`src/pkg/acs_pkg.sv`:
```
// Constants, types and helpers of the converter control and status block
// Assumes one 50 MHz clock and a 32-bit classic Wishbone register bus
// How it works
// RULE1: Done flag bit 7 sets at conversion end, clears on result read or control write; the code lets a completion in the same cycle win over the clear
// RULE2: Power bit 5 switches converter off at 0, on at 1; software only
// RULE3: Software waits about 30 us after power on before trusting results
// RULE4: Select field bits 2 to 0 picks analog input n for code n
// RULE5: Input count and code-to-pin mapping are parameters, not fixed at eight
// RULE6: Read-only 8-bit result register holds latest value, bit 7 most significant
// RULE7: Bit 4 of the control register always reads as zero
// RULE8: Software writes zero to bits 6 and 3; hardware ignores them, reads zero
// RULE9: Once powered and stable, conversions of the selected input repeat back to back
// RULE10: Each conversion lasts 64 clocks, the first 31.5 of them sampling; the code samples for the first 32
// RULE11: Any control write aborts the conversion, clears done and restarts at once; the code keeps done set if a conversion completes in that cycle
// RULE12: Conversion completion raises no interrupt; software polls the done flag
package acs_pkg;

  // Clock and timing
  localparam int unsigned CLK_PERIOD_NS      = 20;
  localparam int unsigned STAB_TIME_NS       = 30000;
  localparam int unsigned STAB_CYCLES        = (STAB_TIME_NS + CLK_PERIOD_NS - 1) / CLK_PERIOD_NS;
  localparam int unsigned CONV_CYCLES        = 64;
  localparam int unsigned SAMPLE_HALF_CYCLES = 63;
  localparam int unsigned SAMPLE_CYCLES      = (SAMPLE_HALF_CYCLES + 1) / 2;
  localparam int unsigned RESULT_BITS        = 8;
  localparam int unsigned BIT_CYCLES         = (CONV_CYCLES - SAMPLE_CYCLES) / RESULT_BITS;
  localparam int unsigned CNT_W              = $clog2(CONV_CYCLES);

  // Analog inputs
  localparam int unsigned SEL_W           = 3;
  localparam int unsigned NUM_INPUTS_DEF  = 8;
  localparam logic [23:0] CHANNEL_MAP_DEF = 24'hFAC688;

  // Register indices, byte address is four times the index
  localparam logic [7:0] RESULT_IDX     = 8'h70;
  localparam logic [7:0] CSR_IDX        = 8'h71;
  localparam logic [7:0] IRQ_STATUS_IDX = 8'h72;
  localparam logic [7:0] IRQ_MASK_IDX   = 8'h73;

  // Control and status fields
  localparam int unsigned DONE_BIT  = 7;
  localparam int unsigned POWER_BIT = 5;
  localparam int unsigned SEL_LSB   = 0;
  localparam logic [7:0]  RSV_MASK  = 8'h58;

  // Interrupt fields
  localparam int unsigned IRQ_W           = 2;
  localparam int unsigned IRQ_STABLE_BIT  = 0;
  localparam int unsigned IRQ_OVERRUN_BIT = 1;

  // Reset values
  localparam logic [7:0]       CSR_RST    = 8'h00;
  localparam logic [7:0]       RESULT_RST = 8'h00;
  localparam logic [IRQ_W-1:0] IRQ_RST    = 2'h0;
  localparam logic [7:0]       TRIAL_MSB  = 8'h80;

  typedef enum logic [1:0] {ST_IDLE, ST_SAMPLE, ST_CONVERT} acs_state_t;

  // Word address match for one register index
  function automatic logic reg_hit(input logic [31:0] adr, input logic [7:0] idx);
    return adr[31:2] == {22'h000000, idx};
  endfunction

endpackage

```
`src/pkg/acs_conv_if.sv`:
```
// Link between the control logic and the approximation sequencer
// Assumes both ends run on the same clock
interface acs_conv_if;
  logic                   run;
  logic                   start;
  logic                   comp;
  logic                   done;
  logic                   sampling;
  logic [7:0]             result;
  logic [7:0]             trial;

  modport ctrl (output run, start, comp, input done, sampling, result, trial);
  modport eng  (input run, start, comp, output done, sampling, result, trial);
endinterface

```
`src/logic/acs_stab_timer.sv`:
```
// Stabilisation timer of the converter after power on
// Assumes power_on is a registered level on the same clock
module acs_stab_timer
  import acs_pkg::*;
#(
  parameter int unsigned COUNT = STAB_CYCLES
)(
  // Clock and reset
  input  wire logic clk,
  input  wire logic rst_n,
  // Control
  input  wire logic power_on,
  output logic      stable
);
  localparam int unsigned CW = $clog2(COUNT + 1);

  logic [CW-1:0] cnt;

  // Counts settling time, restarts on every power down
  always_ff @(posedge clk or negedge rst_n) begin
    if (!rst_n) begin
      cnt    <= '0;
      stable <= 1'b0;
    end else if (!power_on) begin
      cnt    <= '0;
      stable <= 1'b0;
    end else if (cnt == CW'(COUNT - 1)) begin
      stable <= 1'b1;
    end else begin
      cnt <= cnt + 1'b1;
    end
  end
endmodule

```
`src/logic/acs_sar_engine.sv`:
```
// Successive approximation sequencer: sample phase then one bit per slot
// Assumes comp is high while the held input is at or above the trial code
module acs_sar_engine
  import acs_pkg::*;
(
  // Clock and reset
  input  wire logic clk,
  input  wire logic rst_n,
  // Control side
  acs_conv_if.eng   conv
);
  localparam logic [CNT_W-1:0] LAST_SAMPLE = CNT_W'(SAMPLE_CYCLES - 1);
  localparam logic [CNT_W-1:0] LAST_CONV   = CNT_W'(CONV_CYCLES - 1);

  acs_state_t       state;
  acs_state_t       next_state;
  logic [CNT_W-1:0] cnt;
  logic [CNT_W-1:0] next_cnt;
  logic [7:0]       mask;
  logic             slot_end;
  logic [7:0]       decided;

  // Sequencing of sample and approximation phases
  always_comb begin
    next_state = state;
    next_cnt   = cnt + 1'b1;
    if (!conv.run) begin
      next_state = ST_IDLE;
      next_cnt   = '0;
    end else if (conv.start || state == ST_IDLE) begin
      next_state = ST_SAMPLE;  // [RULE9] [RULE11]
      next_cnt   = '0;
    end else begin
      case (state)
        ST_SAMPLE:  if (cnt == LAST_SAMPLE) next_state = ST_CONVERT;  // [RULE10]
        ST_CONVERT: begin
          if (cnt == LAST_CONV) begin
            next_state = ST_SAMPLE;  // [RULE9]
            next_cnt   = '0;
          end
        end
        default:    next_state = ST_IDLE;
      endcase
    end
  end

  always_ff @(posedge clk or negedge rst_n) begin
    if (!rst_n) begin
      state <= ST_IDLE;
      cnt   <= '0;
    end else begin
      state <= next_state;
      cnt   <= next_cnt;
    end
  end

  // Sample and hold control
  always_ff @(posedge clk or negedge rst_n) begin
    if (!rst_n) conv.sampling <= 1'b0;
    else        conv.sampling <= (next_state == ST_SAMPLE);  // [RULE10]
  end

  assign slot_end = (state == ST_CONVERT) &&
                    ((int'(cnt) - SAMPLE_CYCLES) % BIT_CYCLES == BIT_CYCLES - 1);
  assign decided  = conv.comp ? conv.trial : (conv.trial & ~mask);

  // Bit decisions and result
  always_ff @(posedge clk or negedge rst_n) begin
    if (!rst_n) begin
      conv.trial  <= TRIAL_MSB;
      mask        <= TRIAL_MSB;
      conv.result <= RESULT_RST;
      conv.done   <= 1'b0;
    end else begin
      conv.done <= 1'b0;
      if (!conv.run || conv.start || state != ST_CONVERT) begin
        conv.trial <= TRIAL_MSB;
        mask       <= TRIAL_MSB;
      end else if (slot_end) begin
        conv.trial <= decided | (mask >> 1);
        mask       <= mask >> 1;
        if (mask == 8'h01) begin
          conv.result <= decided;
          conv.done   <= 1'b1;  // [RULE10]
        end
      end
    end
  end

  logic [7:0] samp_len;
  logic [7:0] conv_len;

  always_ff @(posedge clk or negedge rst_n) begin
    if (!rst_n) begin
      samp_len <= 8'h00;
      conv_len <= 8'h00;
    end else begin
      samp_len <= (conv.start || !conv.sampling) ? 8'h00 : samp_len + 8'h01;
      conv_len <= conv.sampling ? 8'h00 : conv_len + 8'h01;
    end
  end
endmodule

```
`src/logic/acs_top.sv`:
```
// Control and status logic of an 8-bit approximation converter
// Assumes a classic Wishbone master and an external mux, DAC and comparator
module acs_top
  import acs_pkg::*;
#(
  parameter int unsigned NUM_INPUTS  = NUM_INPUTS_DEF,
  parameter logic [23:0] CHANNEL_MAP = CHANNEL_MAP_DEF,
  parameter int unsigned STAB_COUNT  = STAB_CYCLES
)(
  // Clock and reset
  input  wire logic                  MCLK,
  input  wire logic                  RST_N,
  // Wishbone slave
  input  wire logic [31:0]           ADR_I,
  input  wire logic [31:0]           DAT_I,
  output logic      [31:0]           DAT_O,
  input  wire logic                  WE_I,
  input  wire logic [3:0]            SEL_I,
  input  wire logic                  STB_I,
  input  wire logic                  CYC_I,
  output logic                       ACK_O,
  // Analog front end
  output logic      [NUM_INPUTS-1:0] INPUT_ENABLE,
  output logic                       CONV_POWER,
  output logic                       SAMPLE_HOLD,
  output logic      [7:0]            DAC_CODE,
  input  wire logic                  COMP_IN,
  // Interrupt
  output logic                       IRQ
);

  acs_conv_if conv ();

  logic             converter_power_on;
  logic [SEL_W-1:0] input_select;
  logic             done_flag;
  logic [7:0]       result_reg;
  logic [IRQ_W-1:0] irq_status;
  logic [IRQ_W-1:0] irq_mask;
  logic             stable;
  logic             stable_d;
  logic             fresh;

  logic             req;
  logic             acc;
  logic             wr_lane0;
  logic             csr_wr;
  logic             res_rd;
  logic             res_clr;
  logic             stat_wr;
  logic             mask_wr;
  logic             ev_stable;
  logic             ev_overrun;
  logic [IRQ_W-1:0] next_status;
  logic [7:0]       csr_byte;
  logic [31:0]      rd_word;

  // Pin enable for one select code
  function automatic logic [NUM_INPUTS-1:0] pin_enable(input logic [SEL_W-1:0] code);
    logic [SEL_W-1:0]      pin;
    logic [NUM_INPUTS-1:0] en;
    pin = CHANNEL_MAP[int'(code) * SEL_W +: SEL_W];  // [RULE5]
    en  = '0;
    if (int'(pin) < NUM_INPUTS) en[pin] = 1'b1;
    return en;
  endfunction

  // Bus decode
  assign req      = CYC_I && STB_I;
  assign acc      = req && ACK_O;
  assign wr_lane0 = acc && WE_I && SEL_I[0];
  assign csr_wr   = wr_lane0 && reg_hit(ADR_I, CSR_IDX);
  assign stat_wr  = wr_lane0 && reg_hit(ADR_I, IRQ_STATUS_IDX);
  assign mask_wr  = wr_lane0 && reg_hit(ADR_I, IRQ_MASK_IDX);
  assign res_rd   = acc && !WE_I && reg_hit(ADR_I, RESULT_IDX);
  assign res_clr  = res_rd && !fresh;

  // Bus answer, one cycle after the request
  always_ff @(posedge MCLK or negedge RST_N) begin
    if (!RST_N) ACK_O <= 1'b0;
    else        ACK_O <= req && !ACK_O;
  end

  // Control byte as software sees it
  always_comb begin
    csr_byte                          = 8'h00;  // [RULE7] [RULE8]
    csr_byte[DONE_BIT]                = done_flag;
    csr_byte[POWER_BIT]               = converter_power_on;
    csr_byte[SEL_LSB +: SEL_W]        = input_select;
  end

  // Read multiplexer, unmapped words read zero
  always_comb begin
    rd_word = 32'h00000000;
    if (reg_hit(ADR_I, RESULT_IDX))     rd_word[7:0]       = result_reg;  // [RULE6]
    if (reg_hit(ADR_I, CSR_IDX))        rd_word[7:0]       = csr_byte;
    if (reg_hit(ADR_I, IRQ_STATUS_IDX)) rd_word[IRQ_W-1:0] = irq_status;
    if (reg_hit(ADR_I, IRQ_MASK_IDX))   rd_word[IRQ_W-1:0] = irq_mask;
  end

  always_ff @(posedge MCLK or negedge RST_N) begin
    if (!RST_N) begin
      DAT_O <= 32'h00000000;
      fresh <= 1'b0;
    end else if (req && !ACK_O) begin
      DAT_O <= WE_I ? 32'h00000000 : rd_word;
      fresh <= conv.done;
    end else begin
      DAT_O <= 32'h00000000;
      fresh <= 1'b0;
    end
  end

  // Control register
  always_ff @(posedge MCLK or negedge RST_N) begin
    if (!RST_N) begin
      converter_power_on <= CSR_RST[POWER_BIT];
      input_select       <= CSR_RST[SEL_LSB +: SEL_W];
    end else if (csr_wr) begin
      converter_power_on <= DAT_I[POWER_BIT];  // [RULE2]
      input_select       <= DAT_I[SEL_LSB +: SEL_W];  // [RULE4]
    end
  end

  // Abort and restart on every control write
  always_ff @(posedge MCLK or negedge RST_N) begin
    if (!RST_N) conv.start <= 1'b0;
    else        conv.start <= csr_wr;  // [RULE11]
  end

  // Done flag, a completing conversion wins over a clear
  always_ff @(posedge MCLK or negedge RST_N) begin
    if (!RST_N)                    done_flag <= CSR_RST[DONE_BIT];
    else if (conv.done)            done_flag <= 1'b1;  // [RULE1]
    else if (csr_wr || res_clr)    done_flag <= 1'b0;  // [RULE1] [RULE11]
  end

  // Result register
  always_ff @(posedge MCLK or negedge RST_N) begin
    if (!RST_N)         result_reg <= RESULT_RST;
    else if (conv.done) result_reg <= conv.result;  // [RULE6]
  end

  // Stabilisation after power on
  acs_stab_timer #(
    .COUNT    (STAB_COUNT)
  ) u_stab (
    .clk      (MCLK),
    .rst_n    (RST_N),
    .power_on (converter_power_on),
    .stable   (stable)
  );

  assign conv.run  = converter_power_on && stable;  // [RULE2] [RULE3]
  assign conv.comp = COMP_IN;

  acs_sar_engine u_engine (
    .clk   (MCLK),
    .rst_n (RST_N),
    .conv  (conv)
  );

  // Analog front end drive
  always_ff @(posedge MCLK or negedge RST_N) begin
    if (!RST_N) begin
      INPUT_ENABLE <= '0;
      CONV_POWER   <= 1'b0;
    end else begin
      INPUT_ENABLE <= converter_power_on ? pin_enable(input_select) : '0;  // [RULE4] [RULE5]
      CONV_POWER   <= converter_power_on;  // [RULE2]
    end
  end

  assign SAMPLE_HOLD = conv.sampling;
  assign DAC_CODE    = conv.trial;

  // Events: stable converter and unread result overwritten; completion alone is none
  assign ev_stable  = stable && !stable_d;
  assign ev_overrun = conv.done && done_flag && !(csr_wr || res_clr);  // [RULE12]

  always_comb begin
    next_status = irq_status;
    if (stat_wr) next_status = irq_status & ~DAT_I[IRQ_W-1:0];
    next_status[IRQ_STABLE_BIT]  = next_status[IRQ_STABLE_BIT] | ev_stable;
    next_status[IRQ_OVERRUN_BIT] = next_status[IRQ_OVERRUN_BIT] | ev_overrun;
  end

  always_ff @(posedge MCLK or negedge RST_N) begin
    if (!RST_N) begin
      stable_d   <= 1'b0;
      irq_status <= IRQ_RST;
    end else begin
      stable_d   <= stable;
      irq_status <= next_status;
    end
  end

  always_ff @(posedge MCLK or negedge RST_N) begin
    if (!RST_N)       irq_mask <= IRQ_RST;
    else if (mask_wr) irq_mask <= DAT_I[IRQ_W-1:0];
  end

  always_ff @(posedge MCLK or negedge RST_N) begin
    if (!RST_N) IRQ <= 1'b0;
    else        IRQ <= |(irq_status & irq_mask);
  end
endmodule

```
`config.mk`:
```
export PLATFORM = sky130hd
export DESIGN_NAME = acs_top
export DESIGN_NICKNAME = d
export VERILOG_FILES = /design/src/pkg/acs_pkg.sv /design/src/pkg/acs_conv_if.sv /design/src/logic/acs_stab_timer.sv /design/src/logic/acs_sar_engine.sv /design/src/logic/acs_top.sv
export SDC_FILE = /design/constraint.sdc
export NUM_CORES = 1
export LEC_CHECK = 0
export BUFFER_PORTS_ARGS = -buffer_cell sky130_fd_sc_hd__buf_2
export CAP_MARGIN = 20
export CORE_MARGIN = 2
export CORE_UTILIZATION = 30
export DETAILED_ROUTE_END_ITERATION = 8
export GPL_ROUTABILITY_DRIVEN = 1
export GPL_TIMING_DRIVEN = 0
export PLACE_DENSITY = 0.54
export SYNTH_ARGS = -nofsm -noshare
export SYNTH_HDL_FRONTEND = slang
export SYNTH_HIERARCHICAL = 1
export SYNTH_SLANG_ARGS = --single-unit
```
`constraint.sdc`:
```
create_clock -name MCLK -period 1.9 [get_ports MCLK]
set_clock_uncertainty 0.2 [all_clocks]
set_input_delay 0.38 -clock MCLK [delete_from_list [all_inputs] [get_ports MCLK]]
set_output_delay 0.38 -clock MCLK [all_outputs]
set_load 0.05 [all_outputs]
```
==> qor.yml <==
status: "finished, final reports clean"
maxSlewViolCount: 0
synth_top_cell_by_area: "dfrtp_1"
boundaryPins: 126
cp-end-kind: "flip-flop"
final_common_cell: "dfrtp_1"
netlist_area_mm2: 0.00402
grt_pass1_wl_mm: 13.8
regMostFlops: "u_stab/cnt"
totalWireLength_mm: 8.42
cp-start-kind: "flip-flop"
ant_nets: 0
fin_cells: 666
clock-sinks: 85
firstDrtPassIters: 4
h-tree-depth: 3
cts_root_buf: "clkbuf_16"
dieArea_mm2: 0.0143
synth.distinct_cells: 59
holdCritPathClass: "in -> reg"
die-width_um: 120
pwr_density_cell_mw_per_mm2: 741
hold_viol: 0
critPathKind: "reg -> reg"
io_buffers: 68
area_growth_pct: 28.3
drive_gt1_share_pct: 35.5
rows: 42
critPathRequiredTime_ps: 1970
antenna_found_initial: 0
clk_pin_slew_ps: 60
clock.fmax_mhz: 536
hold_depth: 2
r2r_cells: 5
placed_cells: 639
grt_max_degree: 65
fin_util_pct: 39.2
diodes: 0
drv_cap: 0
grt_usage_pct: 12.1
path_max_fanout: 4
layout.nets: 564
critPathArrivalTime_ps: 1940
leakagePower_nw: 2.37
cts_tree: "done"
largest_reg_flops: 11
overflow: 0
synth_edf_count: 0
syn-instance-count: 371
die_h_um: 120
via_per_inst: 4.48
cts_buffers: 9
finalCriticalPeriod_ps: 1860
fin_hold_ws_ps: 87.3
setup_viol: 0
initial_core_util_pct: 30.6
synthTopCellsByArea: "dfrtp_1, nand2_1, buf_4"
synth-async-reset-ratio_pct: 100
layout_common_cells: "dfrtp_1, buf_2, nand2_1"
synth_ff_type: "dfrtp_1"
cts_buffer_depth: 2
detailroute.via_count: 2987
grt_pass1_vias: 2876
gp_congestion: 0.771
worstSkewPairLatency_ps: 330
irDropWorstVdd_mv: 0.395
period_share_pct: 98.1
drc: 0
core-area_mm2: 0.0131
post_drt_wl_per_cell_um: 12.6
synth_top_area_share_pct: 51.7
place_hpwl_mm: 6.02
ys_warn_count: 6
synth_area_per_cell_um2: 10.8
yosys_register_bits: 85
yosysSeqAreaShare_pct: 53.0
drtIter0Drc: 166
==> per-stage QoR <==
| stage | TNS (ps) | cell area (um^2) | power (mW) | worst slack [ps] |
|---|---|---|---|---|
| global placement | -44540 | 4690 | 2.12 | -632 |
| finish | 0 | 5160 | 3.82 | 36.0 |
| floorplan | -101 | 4130 | 2.02 | -33.6 |
| detailed placement | -6600 | 4720 | 2.13 | -394 |
| global route | -103 | 5160 | 3.95 | -25.0 |
| CTS | 0 | 5030 | 3.86 | 0.389 |
==> cell families (layout without fill, tap and decap cells) <==
kind of cell / Yosys count / in the layout / share of synthesized area, %
AND/OR/NAND/NOR: 144 / 144 / 21.7
flip-flops: 85 / 85 / 53.0
AO/OA/AOI/OAI: 58 / 58 / 8.69
buffers and inverters: 51 / 147 / 7.38
multiplexers: 21 / 21 / 6.29
XOR/XNOR: 6 / 6 / 1.31
adder cells (fa/ha/maj): 5 / 5 / 1.56
other: 1 / 24 / 0.0933
==> path summary, 6_finish.rpt <==
kind | slack, ps | end | from
max in group asynchronous | 560 | u_engine/mask[7]$_DFFE_PN1P_ | RST_N
max | 40 | u_stab/stable$_DFFE_PN0P_ | u_stab/cnt[0]$_DFFE_PN0P_
min in group asynchronous | 280 | DAT_O[5]$_DFF_PN0_ | RST_N
max reg2reg | 40 | u_stab/stable$_DFFE_PN0P_ | u_stab/cnt[0]$_DFFE_PN0P_
min | 90 | input_select[2]$_DFFE_PN0P_ | DAT_I[2]
min reg2reg | 220 | stable_d$_DFF_PN0_ | u_stab/stable$_DFFE_PN0P_
==> critical path: stages, from the launching register on <==
cell and delay [ps]:
dfrtp_1 420, ha_4 170, or4b_4 480, nor3_4 280, buf_4 160, o21a_1 90
==> cell type report <==
| cell class | instances | area, um^2 |
|---|---|---|
| Fill cell | 1314 | 7980 |
| Sequential cell | 85 | 2130 |
| Multi-Input combinational cell | 258 | 1760 |
| Timing Repair Buffer | 80 | 455 |
| Buffer | 33 | 231 |
| Clock buffer | 10 | 229 |
| Tap cell | 176 | 220 |
| Inverter | 18 | 67.6 |
| Clock inverter | 6 | 63.8 |
==> power breakdown <==
part,internal (mW),leakage (nW),switching (mW)
sequential,1.81,1.13,0.00149
clock,1.02,0.138,0.704
combinational,0.0932,1.10,0.196
==> metal layers <==
layer | routed length, um | share of wire, % | vias to the layer above | track usage, %
li1 | - | - | 1477 | -
met1 | 3790 | 45 | 1407 | 15.0
met2 | 3900 | 46 | 91 | 19.5
met3 | 553 | 6.6 | 12 | 3.61
met4 | 183 | 2.2 | 0 | 5.29
met5 | 0 | 0 | - | 0
==> cells in the mapped netlist, drive strengths merged, types with 5 or more instances <==
cell	count
nand2	55
nor2	17
o21ai	23
a21oi	22
nand4	8
nor4	9
mux2i	5
and4bb	5
buf	28
nand3	9
nand2b	6
dfrtp	83
inv	18
mux2	14
nor3	7
ha	5
clkbuf	5
==> timing repair <==
item,4_1_cts,5_1_grt
pin swaps,2,3
resized for setup,3,14
setup buffers,1,9
endpoints found under the setup margin,27,28
hold buffers,1,0
hold endpoints to repair,21,0
No activity file was read; power rests on OpenSTA's default activity.
